$ cat config.mk
export PLATFORM = sky130hd
export DESIGN_NAME = basic_mode_status_register
export DESIGN_NICKNAME = d
export VERILOG_FILES = /design/src/rtl/status_pkg.sv /design/src/rtl/basic_mode_status_register.sv /design/src/rtl/status_latches.sv
export VERILOG_INCLUDE_DIRS = /design/src /design/src/rtl
export SDC_FILE = /design/constraint.sdc
export NUM_CORES = 1
export LEC_CHECK = 0
export ABC_AREA = 1
export BUFFER_PORTS_ARGS = -buffer_cell sky130_fd_sc_hd__buf_2
export CORE_UTILIZATION = 40
export DETAILED_ROUTE_END_ITERATION = 8
export PLACE_DENSITY_LB_ADDON = 0.05
export SYNTH_ARGS = -nofsm -noshare
export SYNTH_HDL_FRONTEND = slang
export SYNTH_HIERARCHICAL = 1
export SYNTH_SLANG_ARGS = --single-unit
export TNS_END_PERCENT = 20
$ cat constraint.sdc
create_clock -name clock -period 2.4 [get_ports clock]
set_clock_uncertainty 0.05 [all_clocks]
set_input_delay 0.24 -clock clock [delete_from_list [all_inputs] [get_ports clock]]
set_output_delay 0.24 -clock clock [all_outputs]
set_load 0.02 [all_outputs]
$ cat src/rtl/status_map.svh
`ifndef STATUS_MAP_SVH
`define STATUS_MAP_SVH

// Register address and management frame layout
`define BLS_REG_ADDR 5'h01
`define OP_READ 2'h2
`define OP_WRITE 2'h1
`define DATA_BITS 16
`define OP_LAST 4'h1
`define ADDR_LAST 4'h9
`define DATA_LAST 4'hF

// Field positions of the basic link status register
`define FAST_FD_BIT 14
`define FAST_HD_BIT 13
`define TEN_FD_BIT 12
`define TEN_HD_BIT 11
`define EXT_STATUS_BIT 8
`define PREAMBLE_SUP_BIT 6
`define NEG_DONE_BIT 5
`define FAULT_BIT 4
`define NEG_ABLE_BIT 3
`define LINK_BIT 2
`define EXT_REGS_BIT 0

// Fault code field in the partner ability word
`define FAULT_CODE_HI 13
`define FAULT_CODE_LO 12

// Reset values
`define STATUS_RESET 16'h0000

`endif

$ cat src/rtl/status_pkg.sv
package status_pkg;

    typedef enum logic [2:0] {
        S_IDLE,
        S_START,
        S_OPCODE,
        S_ADDRESS,
        S_TURN,
        S_DATA
    } mdio_state_e;

    typedef logic [15:0] status_word_t;

endpackage

$ cat src/rtl/basic_mode_status_register.sv
// Summary of operation
// - Speed and duplex ability bits read one
// - Extended status present bit reads one
// - Preamble suppression bit one, preambleless frames decoded
// - Negotiation done bit follows negotiation state
// - SGMII: loss of signal or lock sets fault
// - 1000BASE-X: nonzero partner fault code sets fault
// - Fault latched; read clears only without fault
// - Link latched low; read restores if up
// - Interrupt mirrors of fault and link bits
// - Negotiation able and extended registers bits one
// - Writes leave read-only status unchanged
// - Status register reachable regardless of page
`include "status_map.svh"

module basic_mode_status_register
    import status_pkg::*;
#(
    parameter int DATA_W = `DATA_BITS
)
(
    // Clock and reset
    input wire logic clock,
    input wire logic resetn,
    // Management serial interface
    input wire logic mdc,
    input wire logic mdio_in,
    output logic mdio_out,
    output logic mdio_oe,
    input wire logic [4:0] phy_address,
    // Line status
    input wire logic sgmii_mode,
    input wire logic loss_of_signal_in,
    input wire logic cdr_lock_lost,
    input wire logic [15:0] partner_ability_word,
    input wire logic pcs_link_up,
    input wire logic negotiation_done_in,
    // Interrupt register mirrors
    input wire logic fault_irq_enable,
    input wire logic link_irq_enable,
    output logic fault_mirror,
    output logic link_mirror,
    output logic status_irq
);

    generate
        if (DATA_W != 16) begin : g_bad_width
            $error("DATA_W must be 16");
        end
    endgenerate

    mdio_state_e state_q;
    mdio_state_e state_d;
    logic mdc_q;
    logic mdc_d;
    logic mdc_rise;
    logic [3:0] cnt_q;
    logic [3:0] cnt_d;
    logic [1:0] op_q;
    logic [1:0] op_d;
    logic [9:0] addr_q;
    logic [9:0] addr_d;
    logic hit_q;
    logic hit_d;
    status_word_t shift_q;
    status_word_t shift_d;
    status_word_t word_q;
    status_word_t word_d;
    logic out_d;
    logic oe_d;
    logic read_pulse;
    logic far_end_fault_latch;
    logic link_up_latch;
    logic fault_mirror_d;
    logic link_mirror_d;
    logic irq_d;

    function automatic status_word_t status_word(input logic done, input logic fault, input logic link);
        status_word_t w;
        w = `STATUS_RESET;
        w[`FAST_FD_BIT] = 1'b1;
        w[`FAST_HD_BIT] = 1'b1;
        w[`TEN_FD_BIT] = 1'b1;
        w[`TEN_HD_BIT] = 1'b1;
        w[`EXT_STATUS_BIT] = 1'b1;
        w[`PREAMBLE_SUP_BIT] = 1'b1;
        w[`NEG_DONE_BIT] = done;
        w[`FAULT_BIT] = fault;
        w[`NEG_ABLE_BIT] = 1'b1;
        w[`LINK_BIT] = link;
        w[`EXT_REGS_BIT] = 1'b1;
        return w;
    endfunction

    status_latches u_latches (
        .clock(clock),
        .resetn(resetn),
        .sgmii_mode(sgmii_mode),
        .loss_of_signal_in(loss_of_signal_in),
        .cdr_lock_lost(cdr_lock_lost),
        .partner_ability_word(partner_ability_word),
        .pcs_link_up(pcs_link_up),
        .read_pulse(read_pulse),
        .far_end_fault_latch(far_end_fault_latch),
        .link_up_latch(link_up_latch)
    );

    // Management frame engine, one step per rising edge of mdc
    always_comb begin
        mdc_d = mdc;
        mdc_rise = mdc & ~mdc_q;
        state_d = state_q;
        cnt_d = cnt_q;
        op_d = op_q;
        addr_d = addr_q;
        hit_d = hit_q;
        shift_d = shift_q;
        word_d = word_q;
        out_d = mdio_out;
        oe_d = mdio_oe;
        read_pulse = 1'b0;
        if (mdc_rise) begin
            case (state_q)
                S_IDLE: begin
                    // Any run of ones is preamble; a zero starts the frame
                    if (!mdio_in) begin
                        state_d = S_START;
                    end
                end
                S_START: begin
                    cnt_d = 4'h0;
                    state_d = mdio_in ? S_OPCODE : S_IDLE;
                end
                S_OPCODE: begin
                    op_d = {op_q[0], mdio_in};
                    cnt_d = cnt_q + 4'h1;
                    if (cnt_q == `OP_LAST) begin
                        cnt_d = 4'h0;
                        state_d = S_ADDRESS;
                    end
                end
                S_ADDRESS: begin
                    addr_d = {addr_q[8:0], mdio_in};
                    cnt_d = cnt_q + 4'h1;
                    if (cnt_q == `ADDR_LAST) begin
                        cnt_d = 4'h0;
                        state_d = S_TURN;
                    end
                end
                S_TURN: begin
                    if (cnt_q == 4'h0) begin
                        cnt_d = 4'h1;
                        // No page select here, so address 1 decodes on every page
                        hit_d = (op_q == `OP_READ) && (addr_q[9:5] == phy_address);
                        if (hit_d) begin
                            oe_d = 1'b1;
                            out_d = 1'b0;
                            if (addr_q[4:0] == `BLS_REG_ADDR) begin
                                word_d = status_word(negotiation_done_in, far_end_fault_latch, link_up_latch);
                                read_pulse = 1'b1;
                            end else begin
                                word_d = `STATUS_RESET;
                            end
                            shift_d = word_d;
                        end
                    end else begin
                        cnt_d = 4'h0;
                        state_d = S_DATA;
                        if (hit_q) begin
                            out_d = shift_q[15];
                            shift_d = {shift_q[14:0], 1'b0};
                        end
                    end
                end
                S_DATA: begin
                    // Write data is clocked through and discarded
                    if (cnt_q == `DATA_LAST) begin
                        state_d = S_IDLE;
                        cnt_d = 4'h0;
                        hit_d = 1'b0;
                        oe_d = 1'b0;
                        out_d = 1'b0;
                    end else begin
                        cnt_d = cnt_q + 4'h1;
                        if (hit_q) begin
                            out_d = shift_q[15];
                            shift_d = {shift_q[14:0], 1'b0};
                        end
                    end
                end
                default: begin
                    state_d = S_IDLE;
                end
            endcase
        end
    end

    always_ff @(posedge clock) begin
        if (!resetn) begin
            state_q <= S_IDLE;
            mdc_q <= 1'b0;
            cnt_q <= 4'h0;
            op_q <= 2'h0;
            addr_q <= 10'h000;
            hit_q <= 1'b0;
            shift_q <= `STATUS_RESET;
            word_q <= `STATUS_RESET;
            mdio_out <= 1'b0;
            mdio_oe <= 1'b0;
        end else begin
            state_q <= state_d;
            mdc_q <= mdc_d;
            cnt_q <= cnt_d;
            op_q <= op_d;
            addr_q <= addr_d;
            hit_q <= hit_d;
            shift_q <= shift_d;
            word_q <= word_d;
            mdio_out <= out_d;
            mdio_oe <= oe_d;
        end
    end

    // Interrupt register mirrors
    always_comb begin
        fault_mirror_d = far_end_fault_latch;
        link_mirror_d = link_up_latch;
        irq_d = (fault_irq_enable & far_end_fault_latch) | (link_irq_enable & ~link_up_latch);
    end

    always_ff @(posedge clock) begin
        if (!resetn) begin
            fault_mirror <= 1'b0;
            link_mirror <= 1'b0;
            status_irq <= 1'b0;
        end else begin
            fault_mirror <= fault_mirror_d;
            link_mirror <= link_mirror_d;
            status_irq <= irq_d;
        end
    end
endmodule

$ cat src/rtl/status_latches.sv
`include "status_map.svh"

module status_latches
    import status_pkg::*;
(
    // Clock and reset
    input wire logic clock,
    input wire logic resetn,
    // Line conditions
    input wire logic sgmii_mode,
    input wire logic loss_of_signal_in,
    input wire logic cdr_lock_lost,
    input wire logic [15:0] partner_ability_word,
    input wire logic pcs_link_up,
    // Read of the status register
    input wire logic read_pulse,
    // Latched bits
    output logic far_end_fault_latch,
    output logic link_up_latch
);

    logic los_q;
    logic los_d;
    logic fault_d;
    logic link_d;
    logic code_fault;
    logic cond_now;
    logic set_evt;

    always_comb begin
        los_d = loss_of_signal_in;
        code_fault = partner_ability_word[`FAULT_CODE_HI:`FAULT_CODE_LO] != 2'h0;
        cond_now = sgmii_mode ? (loss_of_signal_in | cdr_lock_lost) : code_fault;
        set_evt = sgmii_mode ? ((loss_of_signal_in & ~los_q) | cdr_lock_lost) : code_fault;
        fault_d = far_end_fault_latch;
        if (read_pulse) begin
            fault_d = cond_now;
        end
        if (set_evt) begin
            fault_d = 1'b1;
        end
        link_d = link_up_latch;
        if (read_pulse) begin
            link_d = pcs_link_up;
        end
        if (!pcs_link_up) begin
            link_d = 1'b0;
        end
    end

    always_ff @(posedge clock) begin
        if (!resetn) begin
            los_q <= 1'b0;
            far_end_fault_latch <= 1'b0;
            link_up_latch <= 1'b0;
        end else begin
            los_q <= los_d;
            far_end_fault_latch <= fault_d;
            link_up_latch <= link_d;
        end
    end
endmodule

==> flow_metrics.env, run 1 <==
export IMPL_status="finished, final reports clean"
export IMPL_ys_ff_latch=45
export IMPL_fin_tns_setup_ns=0
export IMPL_cp_buffers_inverters=2
export IMPL_crit_cells=10
export IMPL_gp_congestion=0.810
export IMPL_syn_nets=423
export IMPL_crit_path_end_kind="register"
export IMPL_final_antenna_net_count=0
export IMPL_first_global_vias=2141
export IMPL_whs_ns=0.0892
export IMPL_grt_setup_unrepaired="false"
export IMPL_core_rowCount=28
export IMPL_worstMarginPinSlew_ns=0.545
export IMPL_cts_sinks=45
export IMPL_dieArea_mm2=0.00664
export IMPL_hold_path_class="in -> reg"
export IMPL_hold_violations=0
export IMPL_numPortBuffers=22
export IMPL_path_clk_slew_ns=0.08
export IMPL_ir_drop_mv=0.343
export IMPL_cts_root_buf="clkbuf_8"
export IMPL_fp_dieH_um=81.5
export IMPL_synth_area_per_cell_um2=6.53
export IMPL_vias=2316
export IMPL_ys_types=33
export IMPL_postRouteWirelength_um=5460
export IMPL_die_width_um=81.5
export IMPL_power_leakage_nw=1.17
export IMPL_tritoncts="yes"
export IMPL_io_pins=37
export IMPL_vias_per_cell=4.84
export IMPL_period_needed_ns=1.83
export IMPL_required_ns=2.59
export IMPL_drc=0
export IMPL_crit_arrival_ns=2.02
export IMPL_slowest_delay_ns=0.38
export IMPL_drive_above_1_share_pct=13.6
export IMPL_cts_buffers=5
export IMPL_ctsLongestPathBuffers=2
export IMPL_htreeDepth=2
export IMPL_crit_chain="inv_1 -> ha_1 -> nand3_1 -> clkinv_1 -> nand2_1 -> nor3_4 -> nor2_1 -> nand3_1 -> nand2_1 -> nor2_1"
export IMPL_period_share_pct=76.4
export IMPL_finalMaxSlewViolations=0
export IMPL_dr_first_iter_drc_count=158
export IMPL_clock_latency_ns=0.29
export IMPL_critPathKind="reg -> reg"
export IMPL_cts_resized=0
export IMPL_wl_per_cell_um=11.4
export IMPL_gr_total_overflow=0
export IMPL_antenna_found_initial=0
export IMPL_grt_pass1_wl_um=9670
export IMPL_max_freq_mhz=545
export IMPL_grt_max_degree=29
export IMPL_maxCapViolCount=0
export IMPL_num_fill_cells=623
export IMPL_drt_pre_antenna_iters=4
export IMPL_grt_usage_pct=18.7
export IMPL_start_util_pct=42.2
export IMPL_yosys_warnings=6
export IMPL_post_cts_buffers=0
export IMPL_slowest_stage="nor3_4"
export IMPL_r2r_cells=10
export IMPL_yosysSeqAreaShare_pct=35.7
export IMPL_min_path_cells=3
export IMPL_n_antenna_cell=0
export IMPL_p_per_area_mw_per_mm2=587
export IMPL_crit_family="simple AND/OR/NAND/NOR gates"
export IMPL_cp_max_fo=8
export IMPL_dp_hpwl_um=3830
export IMPL_crit_path_start_kind="register"
export IMPL_synthCells=387
export IMPL_core_mm2=0.00599
export IMPL_netlist_area_mm2=0.00253
export IMPL_cts_hold_buffers=0
export IMPL_setup_viol=0
export IMPL_nNetsFinal=440
export IMPL_slew_headroom_pct=63.6
export IMPL_syn_to_final_growth_pct=9.86
final timing paths:
kind | start | to | slack, ns
worst max register to register | cnt_q[0] | shift_q[14] | 0.57
worst max-delay path | cnt_q[0] | shift_q[14] | 0.57
worst min register to register | op_q[1] | op_q[1] | 0.41
worst min-delay path | loss_of_signal_in | u_latches/los_q | 0.09
report_power, final:
part / leakage [nW] / total (mW) / internal [mW] / switching [mW]
Combinational: 0.754 / 0.270 / 0.0882 / 0.182
Sequential: 0.365 / 0.804 / 0.775 / 0.0292
Clock: 0.0540 / 0.556 / 0.303 / 0.253
Yosys cell counts (all sizes together):
cell type,instances,area share (%)
nand2,97,15
nor2,64,11
inv,46,6.8
dfxtp,45,36
nand3,35,6.9
a21oi,34,6.7
o21ai,28,5.5
buf,11,2.7
nor3,5,2.0
clkbuf,4,0.59
ha,4,2.0
clkinv,2,0.30
mux2i,2,0.79
a22oi,1,0.30
a31oi,1,0.25
a32o,1,0.40
and2,1,0.25
nand4,1,0.50
nor4,1,0.25
o2111ai,1,0.35
o211a,1,0.40
o21a,1,0.30
xor2,1,0.35
placed cells by master, fill, tap and decap left out:
cell type	count
nand2_1	94
nor2_1	55
dfxtp_1	45
inv_1	40
nand3_1	35
a21oi_1	34
o21ai_0	26
buf_2	22
inv_2	6
nor2_4	5
clkbuf_8	5
nor2_2	4
ha_1	4
nor3_2	3
buf_4	3
clkinv_1	2
o21ai_1	2
nand2_2	2
mux2i_1	2
nand4_2	1
nand2_8	1
nor3_4	1
a31oi_1	1
and2_1	1
o2111ai_1	1
nor3_1	1
nor4_1	1
o21a_1	1
xor2_1	1
a32o_1	1
a22oi_1	1
bufinv_16	1
clkinv_2	1
o211a_1	1
worst register-to-register path, cell delays in order, from the launching register on:
cell and delay (ns):
dfxtp_1 0.35, inv_1 0.08, ha_1 0.15, nand3_1 0.12
clkinv_1 0.13, nand2_1 0.22, nor3_4 0.38, nor2_1 0.08
nand3_1 0.09, nand2_1 0.05, nor2_1 0.08
per-stage QoR:
stage / setup WS (ns) / area, um2 / util (%) / power [mW] / instances
2_1_floorplan: 0.796 / 2530 / - / 1.03 / 387
3_3_place_gp: 0.554 / 2670 / 44.6 / 1.09 / 472
3_5_place_dp: 0.548 / 2670 / 44.6 / 1.09 / 472
4_1_cts: 0.527 / 2780 / 46.3 / 1.66 / 479
5_1_grt: 0.320 / 2780 / 46.3 / 1.73 / 479
6_report: 0.566 / 2780 / 46.3 / 1.63 / 479
layout make-up:
class | count | area, um2 | area share [%]
multi-input combinational | 279 | 1360 | 49.1
sequential | 45 | 901 | 32.5
inverter | 48 | 180 | 6.49
timing repair buffer | 25 | 133 | 4.78
tap | 75 | 93.8 | 3.38
clock buffer | 5 | 68.8 | 2.48
clock inverter | 2 | 35.0 | 1.26
sequential cells by signal (all words and copies together), names as in the netlist:
signal,flops
shift_q,16
addr_q,10
cnt_q,4
state_q,3
op_q,2
fault_mirror,1
hit_q,1
link_mirror,1
mdc_q,1
mdio_oe,1
mdio_out,1
status_irq,1
u_latches/far_end_fault_latch,1
u_latches/link_up_latch,1
u_latches/los_q,1
per-layer routing:
layer / track usage [%] / wire [um] / vias up
li1: - / - / 1265
met1: 25.8 / 2890 / 1016
met2: 29.3 / 2330 / 30
met3: 3.44 / 174 / 5
met4: 5.89 / 65 / 0
met5: 0 / 0 / -
logic make-up (layout without fill, tap and decap cells):
| kind of cell | after synthesis | in the layout | share of synthesized area [%] |
|---|---|---|---|
| AND/OR/NAND/NOR | 204 | 204 | 36.5 |
| multiplexers | 2 | 2 | 0.793 |
| XOR/XNOR | 1 | 1 | 0.347 |
| AO/OA/AOI/OAI | 68 | 68 | 14.3 |
| flip-flops | 45 | 45 | 35.7 |
| buffers and inverters | 63 | 80 | 10.5 |
| adder cells (fa/ha/maj) | 4 | 4 | 1.98 |
Note: power is estimated with default switching activity, not from simulation.
==> run 2: changes to the inputs <==
Clock period 2.4 ns to 1.8 ns, I/O delays scaled along.
==> flow_metrics.env, run 2 (synthesis gave the netlist of run 1 again) <==
export IMPL_status="finished, final reports clean"
export IMPL_antenna_found_initial=0
export IMPL_tritoncts="yes"
export IMPL_core_mm2=0.00599
export IMPL_first_global_vias=2123
export IMPL_finalMaxSlewViolations=0
export IMPL_mostFrequentLayoutCells="nand2_1 (94), nor2_1 (51), dfxtp_1 (43)"
export IMPL_gp_congestion=0.815
export IMPL_power_leakage_nw=1.27
export IMPL_cts_root_buf="clkbuf_8"
export IMPL_numPortBuffers=22
export IMPL_crit_arrival_ns=1.86
export IMPL_cts_sinks=45
export IMPL_syn_to_final_growth_pct=17.1
export IMPL_hold_violations=0
export IMPL_wl_per_cell_um=11.7
export IMPL_dp_cells=487
export IMPL_worstMarginPinSlew_ns=0.331
export IMPL_nNetsFinal=458
export IMPL_slowest_stage="dfxtp_2"
export IMPL_crit_chain="inv_1 -> ha_1 -> nand3_1 -> inv_2 -> nand2_1 -> inv_1 -> nand3_1 -> nor2_2 -> nor2_1 -> nor2_1 -> nand3_1 -> nand2_1 -> inv_1"
export IMPL_dp_hpwl_um=4010
export IMPL_required_ns=1.96
export IMPL_dr_first_iter_drc_count=150
export IMPL_final_antenna_net_count=0
export IMPL_cp_buffers_inverters=4
export IMPL_hold_path_class="in -> reg"
export IMPL_critPathKind="reg -> reg"
export IMPL_crit_path_start_kind="register"
export IMPL_vias=2352
export IMPL_postRouteWirelength_um=5810
export IMPL_dieArea_mm2=0.00664
export IMPL_cp_max_fo=4
export IMPL_top_register="shift_q"
export IMPL_grt_pass1_wl_um=9730
export IMPL_fin_tns_setup_ns=0
export IMPL_grt_max_degree=29
export IMPL_path_clk_slew_ns=0.09
export IMPL_fp_dieH_um=81.5
export IMPL_start_util_pct=42.2
export IMPL_drive_above_1_share_pct=18.7
export IMPL_p_per_area_mw_per_mm2=718
export IMPL_final_core_util_pct=49.4
export IMPL_ctsLongestPathBuffers=2
export IMPL_drt_pre_antenna_iters=4
export IMPL_total_power_mw=2.12
export IMPL_core_rowCount=28
export IMPL_die_width_um=81.5
export IMPL_period_share_pct=94.4
export IMPL_slew_headroom_pct=77.9
export IMPL_io_pins=37
export IMPL_ir_drop_mv=0.413
export IMPL_reg_top3="shift_q (16), addr_q (10), cnt_q (4)"
export IMPL_cts_buffers=5
export IMPL_largest_reg_flops=16
export IMPL_period_needed_ns=1.70
export IMPL_crit_family="simple AND/OR/NAND/NOR gates"
export IMPL_drc=0
export IMPL_final_common_cell="nand2_1"
export IMPL_gr_total_overflow=0
export IMPL_setup_viol=0
export IMPL_max_freq_mhz=588
export IMPL_maxCapViolCount=0
export IMPL_instances_no_fill=498
export IMPL_n_antenna_cell=0
export IMPL_grt_usage_pct=19.0
export IMPL_grt_setup_unrepaired="true"
export IMPL_num_fill_cells=610
export IMPL_htreeDepth=2
export IMPL_crit_path_end_kind="register"
export IMPL_vias_per_cell=4.72
export IMPL_clock_latency_ns=0.30
export IMPL_slowest_delay_ns=0.35
[run 2: layer usage]
metal	wire, um	vias up	GRT usage [%]	part of all wire (%)
li1	-	1299	-	-
met1	3000	1021	25.6	52
met2	2510	25	29.7	43
met3	215	7	4.33	3.7
met4	82	0	6.43	1.4
met5	0	-	0	0
[run 2: layout make-up]
| cell class | count | area (um2) | share of cell area [%] |
|---|---|---|---|
| Clock buffer | 6 | 72.6 | 2.45 |
| Multi-Input combinational cell | 280 | 1410 | 47.8 |
| Sequential cell | 45 | 903 | 30.5 |
| Inverter | 48 | 180 | 6.09 |
| Timing Repair Buffer | 42 | 279 | 9.43 |
| Clock inverter | 2 | 15.0 | 0.508 |
| Tap cell | 75 | 93.8 | 3.17 |
[run 2: worst register-to-register path, cell delays in order (launching register included)]
cell and delay, ns:
dfxtp_2 0.35, inv_1 0.08, ha_1 0.15, nand3_1 0.12, inv_2 0.12, nand2_1 0.09, inv_1 0.08, nand3_1 0.08
nor2_2 0.17, nor2_1 0.07, nor2_1 0.10, nand3_1 0.07, nand2_1 0.06, inv_1 0.04
[run 2: path summary, 6_finish.rpt]
path / start / endpoint / slack [ns] / cells after the start
setup reg to reg: cnt_q[1] / u_latches/far_end_fault_latch / 0.10 / 13
setup / recovery: cnt_q[1] / u_latches/far_end_fault_latch / 0.10 / 13
hold reg to reg: u_latches/far_end_fault_latch / fault_mirror / 0.41 / 2
hold / removal: loss_of_signal_in / u_latches/los_q / 0.02 / 3
[run 2: power breakdown]
part           leakage (nW)  switching, mW  internal [mW]
registers             0.366         0.0342           1.03
logic                 0.868          0.262          0.150
clock network        0.0374          0.371          0.274
[run 2: through the flow]
stage / area [um2] / setup slack [ns] / hold slack (ns)
finish: 2960 / 0.100 / 0.0201
global route: 2960 / -0.0314 / 0.0240
CTS: 2890 / 0.00359 / 0.00913
detailed placement: 2800 / 0.0175 / 0.326
global placement: 2800 / 0.0423 / 0.327
floorplan: 2530 / 0.196 / 0.223
[run 2: timing repair]
action                     4_1_cts  5_1_grt
hold buffers                     1        0
setup buffers                    0        1
hold endpoints to repair         1        0
setup endpoints to repair        0       28
gates resized for setup          0       13
